[config.mk]
export PLATFORM = sky130hd
export DESIGN_NAME = cpu_interrupt_and_wake_logic
export DESIGN_NICKNAME = d
export VERILOG_FILES = /design/src/rtl/irq_wake_pkg.sv /design/src/rtl/cpu_interrupt_and_wake_logic.sv /design/src/rtl/prio_pick.sv
export SDC_FILE = /design/constraint.sdc
export NUM_CORES = 1
export LEC_CHECK = 0
export ABC_AREA = 1
export BUFFER_PORTS_ARGS = -buffer_cell sky130_fd_sc_hd__buf_2
export CAP_MARGIN = 10
export CORE_AREA = 2 2 83 93
export DETAILED_ROUTE_END_ITERATION = 16
export DIE_AREA = 0 0 85 95
export HOLD_SLACK_MARGIN = 0.08
export PLACE_DENSITY = 0.86
export SETUP_SLACK_MARGIN = 0.4
export SYNTH_ARGS = -nofsm -noshare
export SYNTH_HDL_FRONTEND = slang
export SYNTH_HIERARCHICAL = 1
export SYNTH_SLANG_ARGS = --single-unit
[constraint.sdc]
create_clock -name core_clk_i -period 9.95 [get_ports core_clk_i]
set_clock_uncertainty 0.1 [all_clocks]
set_input_delay 1.99 -clock core_clk_i [delete_from_list [all_inputs] [get_ports core_clk_i]]
set_output_delay 1.99 -clock core_clk_i [all_outputs]
set_load 0.01 [all_outputs]
[src/rtl/irq_wake_pkg.sv]
// Purpose: shared constants and types for the core interrupt and wake logic
// Assumes: one 200 MHz clock, synchronous active-high reset
// Notes:   priority 0 is the most urgent level
package irq_wake_pkg;

  localparam int NUM_SRC         = 8;
  localparam int SRC_IDX_W       = 3;
  localparam int NUM_PRIO_LEVELS = 8;
  localparam int PRIO_W          = 3;

  localparam int CLK_PERIOD_NS   = 5;
  // core reset time on leaving retention sleep; least time, rounded up
  localparam int CORE_RST_NS     = 50;
  localparam int CORE_RST_CYC    = (CORE_RST_NS + CLK_PERIOD_NS - 1) / CLK_PERIOD_NS;
  localparam int RST_CNT_W       = 4;

  localparam logic [NUM_SRC-1:0] SRC_NONE    = 8'h00;
  localparam logic [PRIO_W-1:0]  PRIO_RESET  = 3'h7;
  localparam logic [RST_CNT_W-1:0] CNT_RESET = 4'h0;

  typedef logic [NUM_SRC-1:0]             src_vec_t;
  typedef logic [NUM_SRC-1:0][PRIO_W-1:0] prio_vec_t;
  typedef logic [SRC_IDX_W-1:0]           src_idx_t;
  typedef logic [PRIO_W-1:0]              prio_t;

  typedef enum logic [3:0] {
    PWR_RUN      = 4'h1,
    PWR_SLEEP    = 4'h2,
    PWR_RET      = 4'h4,
    PWR_CORE_RST = 4'h8
  } pwr_state_t;

  function automatic src_vec_t onehot(input src_idx_t idx);
    src_vec_t v;
    v      = SRC_NONE;
    v[idx] = 1'b1;
    return v;
  endfunction

endpackage

[src/rtl/cpu_interrupt_and_wake_logic.sv]
// Purpose: route peripheral interrupts to the core, nest them by priority, wake the core
// Assumes: sources, settings and core handshakes come from logic on core_clk_i
// Notes:   a lone enabled request in run mode is presented two cycles after its source rises
module cpu_interrupt_and_wake_logic (
  input  wire logic                     core_clk_i,
  input  wire logic                     rst_i,
  input  wire irq_wake_pkg::src_vec_t   src_i,
  input  wire irq_wake_pkg::src_vec_t   irq_en_i,
  input  wire irq_wake_pkg::prio_vec_t  irq_prio_i,
  input  wire logic                     nmi_en_i,
  input  wire irq_wake_pkg::src_idx_t   nmi_sel_i,
  input  wire irq_wake_pkg::src_vec_t   wake_en_i,
  input  wire logic                     sleep_req_i,
  input  wire logic                     ret_mode_i,
  input  wire logic                     irq_ack_i,
  input  wire logic                     irq_done_i,
  output logic                          nmi_o,
  output irq_wake_pkg::src_vec_t        core_req_o,
  output irq_wake_pkg::prio_t           core_req_prio_o,
  output logic                          wake_o,
  output logic                          core_asleep_o,
  output logic                          core_rst_o,
  output logic                          ram_retain_o
);
  import irq_wake_pkg::*;

  src_vec_t    src_q;
  src_vec_t    pending_q;
  src_vec_t    active_q;
  src_vec_t    core_req_q;
  prio_t       core_prio_q;
  logic        nmi_q;
  logic        wake_q;
  logic        asleep_q;
  logic        core_rst_q;
  logic        retain_q;
  pwr_state_t  state_q;
  pwr_state_t  state_d;
  logic [RST_CNT_W-1:0] rst_cnt_q;

  src_vec_t    nmi_mask;
  src_vec_t    ack_mask;
  src_vec_t    done_mask;
  src_vec_t    rise;
  src_vec_t    cand;
  src_vec_t    core_req_d;
  logic        win_valid;
  src_idx_t    win_idx;
  prio_t       win_prio;
  logic        act_valid;
  src_idx_t    act_idx;
  prio_t       act_prio;
  logic        run_valid;
  prio_t       run_prio;
  logic        present;
  logic        wake_hit;

  assign nmi_mask  = nmi_en_i ? onehot(nmi_sel_i) : SRC_NONE;
  assign ack_mask  = irq_ack_i ? core_req_q : SRC_NONE;
  assign done_mask = (irq_done_i && act_valid) ? onehot(act_idx) : SRC_NONE;
  assign rise      = src_i & ~src_q & ~nmi_mask;
  // the line being acknowledged drops out now so it is not shown twice
  assign cand      = pending_q & irq_en_i & ~nmi_mask & ~ack_mask;

  prio_pick pend_pick (
    .cand_i  (cand),
    .prio_i  (irq_prio_i),
    .valid_o (win_valid),
    .idx_o   (win_idx),
    .prio_o  (win_prio)
  );

  // running level is the most urgent handler still in service
  prio_pick act_pick (
    .cand_i  (active_q),
    .prio_i  (irq_prio_i),
    .valid_o (act_valid),
    .idx_o   (act_idx),
    .prio_o  (act_prio)
  );

  // an ack in flight already outranks every active handler
  assign run_valid = irq_ack_i | act_valid;
  assign run_prio  = irq_ack_i ? core_prio_q : act_prio;

  assign present    = (state_q == PWR_RUN) && win_valid && (!run_valid || win_prio < run_prio);
  assign core_req_d = present ? onehot(win_idx) : SRC_NONE;

  always_ff @(posedge core_clk_i) begin
    if (rst_i) begin
      src_q <= SRC_NONE;
    end else begin
      src_q <= src_i;
    end
  end

  // pending held until acknowledged; a new edge wins over the clear
  always_ff @(posedge core_clk_i) begin
    if (rst_i) begin
      pending_q <= SRC_NONE;
    end else begin
      pending_q <= (pending_q & ~ack_mask) | rise;
    end
  end

  // nesting stack as a set of in-service sources
  always_ff @(posedge core_clk_i) begin
    if (rst_i || state_q == PWR_CORE_RST) begin
      active_q <= SRC_NONE;
    end else begin
      active_q <= (active_q & ~done_mask) | ack_mask;
    end
  end

  always_ff @(posedge core_clk_i) begin
    if (rst_i) begin
      core_req_q  <= SRC_NONE;
      core_prio_q <= PRIO_RESET;
    end else begin
      core_req_q  <= core_req_d;
      core_prio_q <= present ? win_prio : PRIO_RESET;
    end
  end

  // non-maskable routing of the selected source
  always_ff @(posedge core_clk_i) begin
    if (rst_i) begin
      nmi_q <= 1'b0;
    end else begin
      nmi_q <= nmi_en_i && src_i[nmi_sel_i];
    end
  end

  // wake detector stays live in both sleep states
  assign wake_hit = |(src_i & wake_en_i);

  always_comb begin
    state_d = state_q;
    case (state_q)
      PWR_RUN:      if (sleep_req_i) state_d = ret_mode_i ? PWR_RET : PWR_SLEEP;
      PWR_SLEEP:    if (wake_hit) state_d = PWR_RUN;
      PWR_RET:      if (wake_hit) state_d = PWR_CORE_RST;
      PWR_CORE_RST: if (rst_cnt_q == CNT_RESET) state_d = PWR_RUN;
      default:      state_d = PWR_RUN;
    endcase
  end

  always_ff @(posedge core_clk_i) begin
    if (rst_i) begin
      state_q <= PWR_RUN;
    end else begin
      state_q <= state_d;
    end
  end

  always_ff @(posedge core_clk_i) begin
    if (rst_i) begin
      rst_cnt_q <= CNT_RESET;
    end else if (state_q == PWR_RET) begin
      rst_cnt_q <= RST_CNT_W'(CORE_RST_CYC - 1);
    end else if (state_q == PWR_CORE_RST && rst_cnt_q != CNT_RESET) begin
      rst_cnt_q <= rst_cnt_q - 1'b1;
    end
  end

  // retention held across the core reset
  always_ff @(posedge core_clk_i) begin
    if (rst_i) begin
      wake_q     <= 1'b0;
      asleep_q   <= 1'b0;
      core_rst_q <= 1'b0;
      retain_q   <= 1'b0;
    end else begin
      wake_q     <= (state_q == PWR_SLEEP || state_q == PWR_RET) && wake_hit;
      asleep_q   <= state_d == PWR_SLEEP || state_d == PWR_RET;
      core_rst_q <= state_d == PWR_CORE_RST;
      retain_q   <= state_d == PWR_RET || state_d == PWR_CORE_RST;
    end
  end

  assign nmi_o           = nmi_q;
  assign core_req_o      = core_req_q;
  assign core_req_prio_o = core_prio_q;
  assign wake_o          = wake_q;
  assign core_asleep_o   = asleep_q;
  assign core_rst_o      = core_rst_q;
  assign ram_retain_o    = retain_q;

  // checking helpers: an independent scan for a better candidate
  logic beaten;
  always_comb begin
    beaten = 1'b0;
    for (int i = 0; i < NUM_SRC; i++) begin
      if (cand[i] && present && irq_prio_i[i] < win_prio) begin
        beaten = 1'b1;
      end
    end
  end
endmodule

[src/rtl/prio_pick.sv]
// Purpose: pick the most urgent set bit of a source vector
// Assumes: lower priority value is more urgent
// Notes:   ties go to the lower source index, so the choice is deterministic
module prio_pick (
  input  wire irq_wake_pkg::src_vec_t  cand_i,
  input  wire irq_wake_pkg::prio_vec_t prio_i,
  output logic                         valid_o,
  output irq_wake_pkg::src_idx_t       idx_o,
  output irq_wake_pkg::prio_t          prio_o
);
  import irq_wake_pkg::*;

  always_comb begin
    valid_o = 1'b0;
    idx_o   = '0;
    prio_o  = PRIO_RESET;
    for (int i = 0; i < NUM_SRC; i++) begin
      if (cand_i[i] && (!valid_o || prio_i[i] < prio_o)) begin
        valid_o = 1'b1;
        idx_o   = SRC_IDX_W'(i);
        prio_o  = prio_i[i];
      end
    end
  end

endmodule
======== After elaboration in Yosys (flattened, before gate mapping) ========
Index checks and enable logic that the tools add are counted.
W data, S select, Z words.
storage, ports and cells
  output and inout bits ................... 16
  input port bits ......................... 58
  bits in registers ....................... 48
operators by class
  equality and inequality tests ........... 7
  muxes and demuxes ....................... 66
  add/subtract/negate cells ............... 1
  reduce and logical (&&, ||, !) cells .... 63
  bitwise logic cells ..................... 16
  $lt $le $gt $ge ......................... 21
operators by type and width
  cell                  number
  $mux W3               26
  $and A8 B8 Y8         8
  $lt A3 B3 Y1          15
  $not A8 Y8            4
  $mux W4               6
  $mux W8               3
  $logic_and A1 B1 Y1   23
  $mux W1               22
  $logic_or A1 B1 Y1    19
  $or A8 B8 Y8          2
  $pmux W4 S4           1
  $logic_not A1 Y1      15
  $lt A3 B4 Y1 const B  3
  $demux W1 S3          3
  $ge A3 B1 Y1 const B  3
  $eq A4 B2 Y1 const B  2
  $eq A4 B3 Y1 const B  2
  $eq A4 B4 Y1 const B  2
  $mux W2               4
  $reduce_or A8 Y1      1
  $eq A4 B1 Y1 const B  1
  $logic_not A4 Y1      1
  $reduce_bool A4 Y1    1
  $reduce_or A2 Y1      2
  other kinds (5)       5

======== Longest topological paths before layout ========
Gate-level depths: netlist (run 1).
  depth after elaboration ................. 42
  gate-level depth with buffers ........... 71

======== By module ========
Netlist (run 1), hierarchy kept.
modules (own cells, without submodules)
  module                        seq. area each (um^2)  cells each  instances  area an instance (um^2)
  cpu_interrupt_and_wake_logic  960.9                  312         1          2133.3
  prio_pick                     0.0                    180         2          904.6

======== Least setup slack after synthesis (run 1) ========
OpenSTA, ideal clock, no wires.
  kind .................................... input to register
  start ................................... input port irq_ack_i
  end ..................................... register core_req_q[0], in the netlist core_req_o[0]
  cell stages on the path ................. 58
  required time ........................... 9.784 ns
  path slack .............................. 0.992 ns
  arrival ................................. 8.793 ns
  buffers on the path ..................... 1
  path through ............................ buf_2 -> nand2_1 -> nand3_1 -> a21oi_1 -> a21oi_1 -> nor2_1 -> nand2_2 -> a31oi_1 -> inv_1 -> ha_1 -> nand2_1 -> inv_2 -> nand2_1 -> nand2_1 -> nand2_2 -> nand2_2 -> o21ai_0 -> ha_1 -> [22 not listed] -> a21oi_1 -> nand2_1 -> nand2_2 -> nand2_4 -> o21ai_0 -> ha_1 -> a21oi_1 -> nand2_1 -> nand2_2 -> nand2_2 -> nand2_1 -> nand2_1 -> ha_1 -> a21oi_1 -> nand2_1 -> nand2_1 -> nand3_1 -> nor2_1
between the ends
  word-level cells in the longest chain between the ends .. 37
  elaborated cells between the ends (all ways) .. 68
  those cells by class .................... order compare: 10; mux: 27; bitwise: 4; reduce/logical: 27
ends and longest elaborated chain
  what                                                     line                                 RTL
  start: declaration                                       cpu_interrupt_and_wake_logic.sv:15   input wire logic irq_ack_i,
  $mux W8 *                                                cpu_interrupt_and_wake_logic.sv:59   assign ack_mask = irq_ack_i ? core_req_q : SRC_NONE;
  $not A8 Y8 *                                             cpu_interrupt_and_wake_logic.sv:63   assign cand = pending_q & irq_en_i & ~nmi_mask & ~ack_mask;
  $and A8 B8 Y8 *                                          cpu_interrupt_and_wake_logic.sv:63
  via cand[0]                                              cpu_interrupt_and_wake_logic.sv:45   src_vec_t cand;
  $mux W3 / $mux W1 (equally long branches)                prio_pick.sv:18                      if (cand_i[i] && (!valid_o || prio_i[i] < prio_o)) begin
  $lt A3 B3 Y1 / $logic_not A1 Y1 (equally long branches)  prio_pick.sv:18
  $logic_or A1 B1 Y1                                       prio_pick.sv:18
  $logic_and A1 B1 Y1                                      prio_pick.sv:18
  [23 not listed]                                          --
  $logic_and A1 B1 Y1                                      prio_pick.sv:18
  $mux W3 *                                                prio_pick.sv:18
  via win_prio[2]                                          cpu_interrupt_and_wake_logic.sv:49   prio_t win_prio;
  $lt A3 B3 Y1 *                                           cpu_interrupt_and_wake_logic.sv:86   assign present = (state_q == PWR_RUN) && win_valid && (!run_valid || win_prio < run_prio);
  $logic_or A1 B1 Y1 *                                     cpu_interrupt_and_wake_logic.sv:86
  $logic_and A1 B1 Y1 *                                    cpu_interrupt_and_wake_logic.sv:86
  $not A1 Y1 (no line) *                                   --
  $reduce_or A2 Y1 (no line) *                             --
  end signal: assignment                                   cpu_interrupt_and_wake_logic.sv:120  core_req_q <= core_req_d;
  end: declaration                                         cpu_interrupt_and_wake_logic.sv:30   src_vec_t core_req_q;
The timed path passes the listed nets; every way through them passes the cells marked *.
A chain may end at the register's enable or synchronous reset.

======== Final worst setup path (run 1) ========
  start ................................... input port nmi_sel_i[0]
  end ..................................... register core_req_q[1], in the netlist core_req_o[1]
between the ends
  word-level cells in the longest chain between the ends .. 42
  elaborated cells between the ends (all ways) .. 71
  those cells by class .................... order compare: 12; mux: 28; bitwise: 4; reduce/logical: 27
ends and longest elaborated chain
  what                                                                       line                                RTL
  start: declaration                                                         cpu_interrupt_and_wake_logic.sv:11  input wire irq_wake_pkg::src_idx_t nmi_sel_i,
  $lt A3 B4 Y1 (not written as such) / $ge A3 B1 Y1 (equally long branches)  irq_wake_pkg.sv:36                  v[idx] = 1'b1;
  $logic_and A1 B1 Y1 (not written as such)                                  irq_wake_pkg.sv:36
  $mux W1 (not written as such)                                              irq_wake_pkg.sv:36
  $demux W1 S3 *                                                             irq_wake_pkg.sv:36
  $mux W8 *                                                                  cpu_interrupt_and_wake_logic.sv:58  assign nmi_mask = nmi_en_i ? onehot(nmi_sel_i) : SRC_NONE;
  $not A8 Y8 *                                                               cpu_interrupt_and_wake_logic.sv:63
  $and A8 B8 Y8 * (2 in a row)                                               cpu_interrupt_and_wake_logic.sv:63
  via cand[0]                                                                cpu_interrupt_and_wake_logic.sv:45
  [27 not listed]                                                            --
  $logic_and A1 B1 Y1                                                        prio_pick.sv:18
  $mux W3 *                                                                  prio_pick.sv:18
  via win_prio[1]                                                            cpu_interrupt_and_wake_logic.sv:49
  $lt A3 B3 Y1 *                                                             cpu_interrupt_and_wake_logic.sv:86
  $logic_or A1 B1 Y1 *                                                       cpu_interrupt_and_wake_logic.sv:86
  $logic_and A1 B1 Y1 *                                                      cpu_interrupt_and_wake_logic.sv:86
  $not A1 Y1 (no line) *                                                     --
  $reduce_or A2 Y1 (no line) *                                               --
Marked as above.

==> qor.yml, run 1 <==
synthXorXnorAreaFrac_pct: 0
fin_cells: 849
preCtsSetupSlack_ps: -94.9
die-area_um2: 8080
mux_contribution_to_synthesized_area_pct: 0.508
synth_top_family_by_area: "simple AND/OR/NAND/NOR gates"
drt-pass1-iter-count: 5
yosysWarningCount: 6
std_cell_rows: 33
cap_violations: 0
postRouteWirelength_um: 10700
yosys-top-cells-count: "sky130_fd_sc_hd__nand2_1, sky130_fd_sc_hd__inv_1, sky130_fd_sc_hd__nand3_1"
worst-endpoint-required_ps: 10080
finalHoldViolations: 0
status: "finished, final reports clean"
end_kind: "flip-flop"
synth_largest_type_area_fraction_pct: 24.4
antenna_found_initial: 0
synth_compound_gate_area_share_pct: 10.3
seq_area_frac_synth_pct: 24.4
gp_congestion: 0.903
place_area_um2: 4400
n_antenna_cell: 0
yosysMostFrequentCell: "sky130_fd_sc_hd__nand2_1"
syn2layout_area_growth_pct: 23.0
first_iter_violations: 264
cts_inserted_buffers: 5
netlist-cell-type-count: 29
synthCells: 672
finalHoldWorstSlack_ps: 368
die_h_um: 95
synth_simple_gate_area_share_pct: 46.7
hpwl_um: 8180
vias_per_cell: 5.28
worst-slew-pin-transition_ps: 616
final_cell_area_um2: 4850
cp_slowest_cell: "sky130_fd_sc_hd__ha_1"
clock_path_buffers: 2
grt.overflow.total: 0
drt_drc_violations_left: 0
fraction_of_final_layout_cells_sized_beyond_drive_strength_1_pct: 25.2
detailroute.via_count: 4486
netlist_area_um2: 3940
drv_slew: 0
mappedNetlistNets: 751
cp-start-kind: "input port"
worstPathArrival_ps: 9350
worst-path-max-fanout: 8
cts_htree_levels: 2
synth_top_cells_by_area: "sky130_fd_sc_hd__dfxtp_1, sky130_fd_sc_hd__nand2_1, sky130_fd_sc_hd__inv_1, sky130_fd_sc_hd__nand3_1, sky130_fd_sc_hd__ha_1"
placement.io_buffers: 73
setup_viol_count_final: 0
power.density_nw_per_um2: 114
maximum_number_of_pins_on_one_net_before_global_route_repair: 20
global_route_wire_length_before_repair_um: 16900
predominant_post_synthesis_flop_cell: "sky130_fd_sc_hd__dfxtp_1"
synth-edff-count: 0
path_clk_slew_ps: 90
ios: 74
synthesis.area_per_instance_um2: 5.87
power.static_leakage_nw: 2.74
clock_tree_from_tritoncts: "built"
final_net_count: 840
ant_nets: 0
vdd_ir_drop_max_mv: 0.111
grt_setup_unrepaired: "false"
die-width_um: 85
min_path_type: "reg -> reg"
delay_of_the_slowest_critical_path_stage_ps: 290
placed_cells_incl_taps: 830
finalCriticalPeriod_ps: 9210
num-fill-cells: 611
worst_skew_pair.late_latency_ps: 300
postSynthRegisterBits: 48
tns_ps: 0
root_buffer: "sky130_fd_sc_hd__clkbuf_8"
fin_crit_sh_pct: 92.6
setup_slack_ps: 736
gr-usage-all-layers_pct: 25.2
initial_core_util_pct: 54.6
asyncSetResetFlopFracSynth_pct: 0
grt_pass1_vias: 4040
timing.max_slew.rel_slack_pct: 58.9
synth.largest_area_cell: "sky130_fd_sc_hd__dfxtp_1"
worst_path_most_repeated_cell: "sky130_fd_sc_hd__nand2_1"
synthAdderAreaFrac_pct: 6.66
wire_per_inst_um: 12.6
max_clock_freq_mhz: 109
floorplan.core_area_um2: 7230
clkSinkCount: 48
critical_path_type: "in -> reg"
==> layout by cell type (no fill, tap or decap), types with 9 or more instances in the layout <==
cell                      count
sky130_fd_sc_hd__inv_1      104
sky130_fd_sc_hd__nand2_2     23
sky130_fd_sc_hd__dfxtp_1     48
sky130_fd_sc_hd__inv_2        9
sky130_fd_sc_hd__nand3_1     67
sky130_fd_sc_hd__o21ai_0     19
sky130_fd_sc_hd__buf_4       12
sky130_fd_sc_hd__a21oi_1     29
sky130_fd_sc_hd__nand2_1    201
sky130_fd_sc_hd__nor2_1      63
sky130_fd_sc_hd__buf_2       73
sky130_fd_sc_hd__ha_1        17
sky130_fd_sc_hd__nand2_4     18
==> area by class of cell <==
cell class,instances,area (um2),area share (%)
Clock inverter,1,7.51,0.155
Tap cell,87,109,2.24
Multi-Input combinational cell,505,2790,57.6
Sequential cell,48,961,19.8
Timing Repair Buffer,85,455,9.39
Inverter,116,438,9.03
Clock buffer,7,86.3,1.78
==> what timing repair did <==
| item | in CTS | in global routing |
|---|---|---|
| buffers inserted | 0 | 11 |
| hold buffers | 0 | 0 |
| endpoints found under the setup margin | 11 | 19 |
| pin swaps | 0 | 15 |
| hold endpoints to repair | 0 | 0 |
| gates resized for setup | 4 | 67 |
==> through the flow <==
| stage | utilization, % | power, mW |
|---|---|---|
| 2_1_floorplan | - | 0.346 |
| 3_3_place_gp | 61.0 | 0.389 |
| 3_5_place_dp | 61.0 | 0.396 |
| 4_1_cts | 62.3 | 0.514 |
| 5_1_grt | 67.1 | 0.588 |
| 6_report | 67.1 | 0.553 |
==> sequential cells by signal, indices dropped and copies added (netlist names) <==
signal           cells
core_req_prio_o      3
pending_q            8
rst_cnt_q            4
nmi_o                1
core_asleep_o        1
core_rst_o           1
core_req_o           8
active_q             8
ram_retain_o         1
src_q                8
wake_o               1
state_q              4
==> critical path: cells and delay by family <==
family,cells,cell delay (ps)
simple gates,41,3410
fa+ha+maj,7,1740
compound gates,8,1510
buf+inv,11,650
==> per-layer routing <==
metal | track usage [%] | vias to the layer above | wire length [um]
li1 | - | 2298 | -
met1 | 30.9 | 2037 | 4550
met2 | 46.1 | 137 | 5550
met3 | 3.15 | 14 | 507
met4 | 7.01 | 0 | 123
met5 | 0 | - | 0
==> report_power, final <==
| part | switching (mW) | internal [mW] |
|---|---|---|
| Sequential | 0.00707 | 0.203 |
| Combinational | 0.137 | 0.0855 |
| Clock | 0.0633 | 0.0565 |
| Total | 0.207 | 0.345 |
==> path summary, 6_finish.rpt <==
kind                       startpoint  cells after the start                  endpoint  slack, ps
max                      nmi_sel_i[0]                     67  core_req_o[1]$_SDFF_PP0_        740
max reg2reg  core_req_o[0]$_SDFF_PP0_                     65  core_req_o[1]$_SDFF_PP0_       2230
min reg2reg   pending_q[5]$_SDFF_PP0_                      2   pending_q[5]$_SDFF_PP0_        370
min           pending_q[5]$_SDFF_PP0_                      2   pending_q[5]$_SDFF_PP0_        370
==> cell families after synthesis <==
group | Yosys count
simple gates | 405
buf+inv | 119
flops | 48
compound gates | 77
mux | 2
fa+ha+maj | 21
Power figures use the tool's default switching activity.
==> run 2: changes to the inputs <==
- CELL_PAD_IN_SITES_DETAIL_PLACEMENT: default -> 0
- CELL_PAD_IN_SITES_GLOBAL_PLACEMENT: default -> 1
- CORE_AREA: 2 2 83 93 -> 2 2 101 112
- DIE_AREA: 0 0 85 95 -> 0 0 103 114
- PLACE_DENSITY: 0.86 -> 0.85
==> qor.yml, run 2 (synthesis results as in run 1) <==
power.combinational.fraction_pct: 34.7
power.density_nw_per_um2: 125
postRouteWirelength_um: 11200
min_path_type: "reg -> reg"
worst_r2r_endpoint: "core_req_o[2]$_SDFF_PP0_"
num-fill-cells: 1197
critPathBufInv: 10
cts_htree_levels: 2
gp_congestion: 0.885
critical_path_type: "in -> reg"
preCtsSetupSlack_ps: -128
vias_per_cell: 4.77
worst_path_most_repeated_cell: "sky130_fd_sc_hd__nand2_1"
setup_viol_count_final: 0
mostFrequentLayoutCell: "sky130_fd_sc_hd__nand2_1"
placement.io_buffers: 73
place_area_um2: 4480
worst-path-max-fanout: 8
initial_core_util_pct: 36.8
timing.max_slew.rel_slack_pct: 50.1
die_h_um: 114
sequentialPowerShare_pct: 33.8
die-area_um2: 11700
delay_of_the_slowest_critical_path_stage_ps: 320
worst-slew-pin-transition_ps: 748
r2r_start: "core_req_o[0]$_SDFF_PP0_"
finalCriticalPeriod_ps: 9070
min-delay-start: "pending_q[2]$_SDFF_PP0_"
maximum_number_of_pins_on_one_net_before_global_route_repair: 20
final_net_count: 840
fraction_of_final_layout_cells_sized_beyond_drive_strength_1_pct: 26.1
grt_pass1_vias: 4092
ant_nets: 0
cp_slowest_cell: "sky130_fd_sc_hd__ha_1"
cp-start-kind: "input port"
drv_slew: 0
clock_path_buffers: 2
max_clock_freq_mhz: 110
final_cell_area_um2: 5000
fin_crit_sh_pct: 91.1
worstPathArrival_ps: 9190
path_delay_family: "simple AND/OR/NAND/NOR gates"
first_iter_violations: 133
finalHoldViolations: 0
grt.overflow.total: 0
die-width_um: 103
drt-pass1-iter-count: 4
rrSetupSlack_ps: 2370
power.share.clock_pct: 31.5
end_kind: "flip-flop"
hpwl_um: 8980
clock_tree_from_tritoncts: "built"
ios: 74
crit_path_start: "nmi_sel_i[0]"
power.share.switching_pct: 34.0
cp_num_cells: 68
detailroute.via_count: 4336
power_report.internal_total_mw: 0.412
cts_inserted_buffers: 5
std_cell_rows: 40
worstHoldEndpoint: "pending_q[2]$_SDFF_PP0_"
layout_common_cells: "sky130_fd_sc_hd__nand2_1, sky130_fd_sc_hd__inv_1, sky130_fd_sc_hd__buf_2"
cap_violations: 0
worst_skew_pair.late_latency_ps: 290
power.static_leakage_nw: 2.78
path_clk_slew_ps: 60
root_buffer: "sky130_fd_sc_hd__clkbuf_16"
r2r_cells: 66
setup_slack_ps: 883
worst-endpoint-required_ps: 10070
floorplan.core_area_um2: 10700
grt_setup_unrepaired: "false"
gr-usage-all-layers_pct: 18.9
syn2layout_area_growth_pct: 26.7
hold_path_depth: 2
wire_per_inst_um: 12.3
status: "finished, final reports clean"
drt_drc_violations_left: 0
antenna_found_initial: 0
n_antenna_cell: 0
clkSinkCount: 48
global_route_wire_length_before_repair_um: 17900
netSwitchingPower_mw: 0.212
vdd_ir_drop_max_mv: 0.0910
finalHoldWorstSlack_ps: 367
run 2: cell count changes in the layout (fill, tap and decap cells not counted), sizes merged:
cell	delta
clkinvlp	-1
buf	-1
bufinv	+1
clkinv	+1
run 2: layer usage:
| layer | global-route usage, % | part of all wire, % | wire, um |
|---|---|---|---|
| met1 | 23.8 | 44 | 4900 |
| met2 | 33.6 | 50 | 5610 |
| met3 | 2.39 | 4.5 | 498 |
| met4 | 4.65 | 1.5 | 165 |
| met5 | 0 | 0 | 0 |
run 2: power groups by stage:
stage	clock network [mW]	registers (mW)	logic, mW
final	0.196	0.211	0.217
after global routing	0.209	0.212	0.246
after global placement	0	0.215	0.179
after CTS	0.200	0.211	0.185
after detailed placement	0	0.215	0.184
after floorplan	0	0.215	0.130
run 2: what timing repair did:
item	in CTS	in global routing
pin swaps	0	23
resized for setup	4	71
hold buffers	0	0
setup endpoints to repair	11	19
buffers inserted	0	11
run 2: how the worst max path moves through the flow:
stage | endpoint | slack (ps)
global route | core_req_o[2]$_SDFF_PP0_ | 270
CTS | core_req_o[0]$_SDFF_PP0_ | 450
detailed placement | core_req_o[2]$_SDFF_PP0_ | -130
floorplan | core_req_o[0]$_SDFF_PP0_ | 990
finish | core_req_o[2]$_SDFF_PP0_ | 880
global placement | core_req_o[2]$_SDFF_PP0_ | 370
run 2: layout make-up:
cell class	instances	area (um2)	share of cell area, %
multi-input combinational	505	2780	55.6
sequential	48	961	19.2
timing repair buffer	85	458	9.17
inverter	116	438	8.77
tap	147	184	3.68
clock buffer	6	139	2.78
clock inverter	2	38.8	0.776
run 2: stage by stage:
| step | cells | setup TNS, ps | total power, mW | utilization, % |
|---|---|---|---|---|
| global route | 909 | 0 | 0.667 | 46.6 |
| finish | 909 | 0 | 0.624 | 46.6 |
| global placement | 890 | 0 | 0.393 | 41.8 |
| floorplan | 672 | 0 | 0.346 | - |
| detailed placement | 890 | -771 | 0.399 | 41.8 |
| CTS | 898 | 0 | 0.597 | 43.5 |
run 2: worst min-delay path, stage by stage (launching register included):
cell	delay, ps
sky130_fd_sc_hd__dfxtp_1	310
sky130_fd_sc_hd__nand2_1	60
sky130_fd_sc_hd__a21oi_1	50
==> run 3: changes to the inputs <==
- CORE_AREA: 2 2 101 112 -> 2 2 105 117
- DIE_AREA: 0 0 103 114 -> 0 0 107 119
- PLACE_DENSITY: 0.85 -> 0.82
- clock period: 9.95 -> 7.3 ns (I/O delays scaled with it)
==> qor.yml, run 3 (synthesis results as in run 1) <==
final_net_count: 951
antenna_found_initial: 0
delay_of_the_slowest_critical_path_stage_ps: 320
setup_slack_ps: -666
power.density_nw_per_um2: 159
std_cell_rows: 42
drv_slew: 0
detailroute.via_count: 4771
hpwl_um: 9770
timing.max_slew.rel_slack_pct: 60.2
clock_path_buffers: 2
worst-slew-pin-transition_ps: 594
post-layout-total-power_mw: 0.975
syn2layout_area_growth_pct: 55.9
n_antenna_cell: 0
vdd_ir_drop_max_mv: 0.114
path_clk_slew_ps: 60
worst_path_most_repeated_cell: "sky130_fd_sc_hd__nand2_1"
status: "finished with violations"
num-fill-cells: 1177
max_clock_freq_mhz: 126
worst-endpoint-required_ps: 7420
cap_violations: 0
layout_common_cells: "sky130_fd_sc_hd__nand2_1, sky130_fd_sc_hd__buf_4, sky130_fd_sc_hd__inv_1"
worst-path-max-fanout: 6
root_buffer: "sky130_fd_sc_hd__clkbuf_16"
cts_htree_levels: 2
min_path_type: "reg -> reg"
failed_checks: "setup timing"
ant_nets: 0
wire_per_inst_um: 12.1
grt_pass1_vias: 4673
clock_tree_from_tritoncts: "built"
drt_drc_violations_left: 0
power.static_leakage_nw: 3.38
global_route_wire_length_before_repair_um: 20300
worstPathArrival_ps: 8080
finalCriticalPeriod_ps: 7970
initial_core_util_pct: 33.6
postRouteWirelength_um: 12400
finalHoldViolations: 0
ctsHoldBuffers: 0
end_kind: "flip-flop"
gp_congestion: 0.875
drt-pass1-iter-count: 4
mostFrequentLayoutCell: "sky130_fd_sc_hd__nand2_1"
floorplan.core_area_um2: 11700
worst_skew_pair.late_latency_ps: 280
grt_setup_unrepaired: "true"
cp_slowest_cell: "sky130_fd_sc_hd__ha_1"
cp-start-kind: "input port"
maximum_number_of_pins_on_one_net_before_global_route_repair: 20
clkSinkCount: 48
tns_ps: -7390
vias_per_cell: 4.65
die_h_um: 119
placement.io_buffers: 73
fraction_of_final_layout_cells_sized_beyond_drive_strength_1_pct: 41.0
grt.overflow.total: 0
setup_viol_count_final: 19
ios: 74
gr-usage-all-layers_pct: 19.3
die-area_um2: 12700
die-width_um: 107
cts_inserted_buffers: 5
first_iter_violations: 229
fin_crit_sh_pct: 109
critical_path_type: "in -> reg"
run 3: path summary, 6_finish.rpt:
check	start	endpoint	slack [ps]	cells after the start
hold / removal	pending_q[1]$_SDFF_PP0_	pending_q[1]$_SDFF_PP0_	370	2
setup / recovery	irq_ack_i	core_req_o[4]$_SDFF_PP0_	-670	71
setup reg to reg	core_req_o[0]$_SDFF_PP0_	core_req_o[4]$_SDFF_PP0_	240	70
hold reg to reg	pending_q[1]$_SDFF_PP0_	pending_q[1]$_SDFF_PP0_	370	2
run 3: final cells by class:
type | count | area (um2) | area share, %
timing repair buffer | 196 | 1340 | 21.7
multi-input combinational | 505 | 3030 | 49.3
sequential | 48 | 961 | 15.6
clock buffer | 7 | 153 | 2.48
tap | 154 | 193 | 3.14
clock inverter | 1 | 30.0 | 0.489
inverter | 116 | 445 | 7.25
run 3: repair_timing:
| action | in CTS | in global routing |
|---|---|---|
| buffers inserted | 19 | 12 |
| pin swaps | 15 | 55 |
| resized for setup | 27 | 60 |
| setup endpoints to repair | 19 | 19 |
| hold endpoints to repair | 0 | 0 |
run 3: where the power goes:
part | internal (mW) | switching, mW
clock network | 0.180 | 0.0914
logic | 0.192 | 0.223
registers | 0.278 | 0.0108
total | 0.650 | 0.325
run 3: per-layer routing:
layer / vias to the layer above / global-route usage, % / share of wire, %
met5: - / 0 / 0
met4: 0 / 4.38 / 2.0
met3: 20 / 1.86 / 2.1
met2: 71 / 35.7 / 52
met1: 2169 / 23.9 / 44
li1: 2511 / - / -
run 3: stage by stage:
stage               utilization, %  std cells  hold WS (ps)  instance area, um2  setup WS [ps]
CTS                           49.3       1015           372                5780           -496
finish                        52.4       1027           370                6150           -666
global placement              45.5        988           355                5330           -712
global route                  52.4       1027           393                6150          -1280
detailed placement            45.5        988           363                5330          -1060
floorplan                        -        672           342                4120           -577
run 3: critical path, delay by kind of cell:
family / cells / cell delay [ps]
AND/OR/NAND/NOR: 48 / 3560
adder cells (fa/ha/maj): 7 / 2010
AO/OA/AOI/OAI: 7 / 610
buffers and inverters: 9 / 420
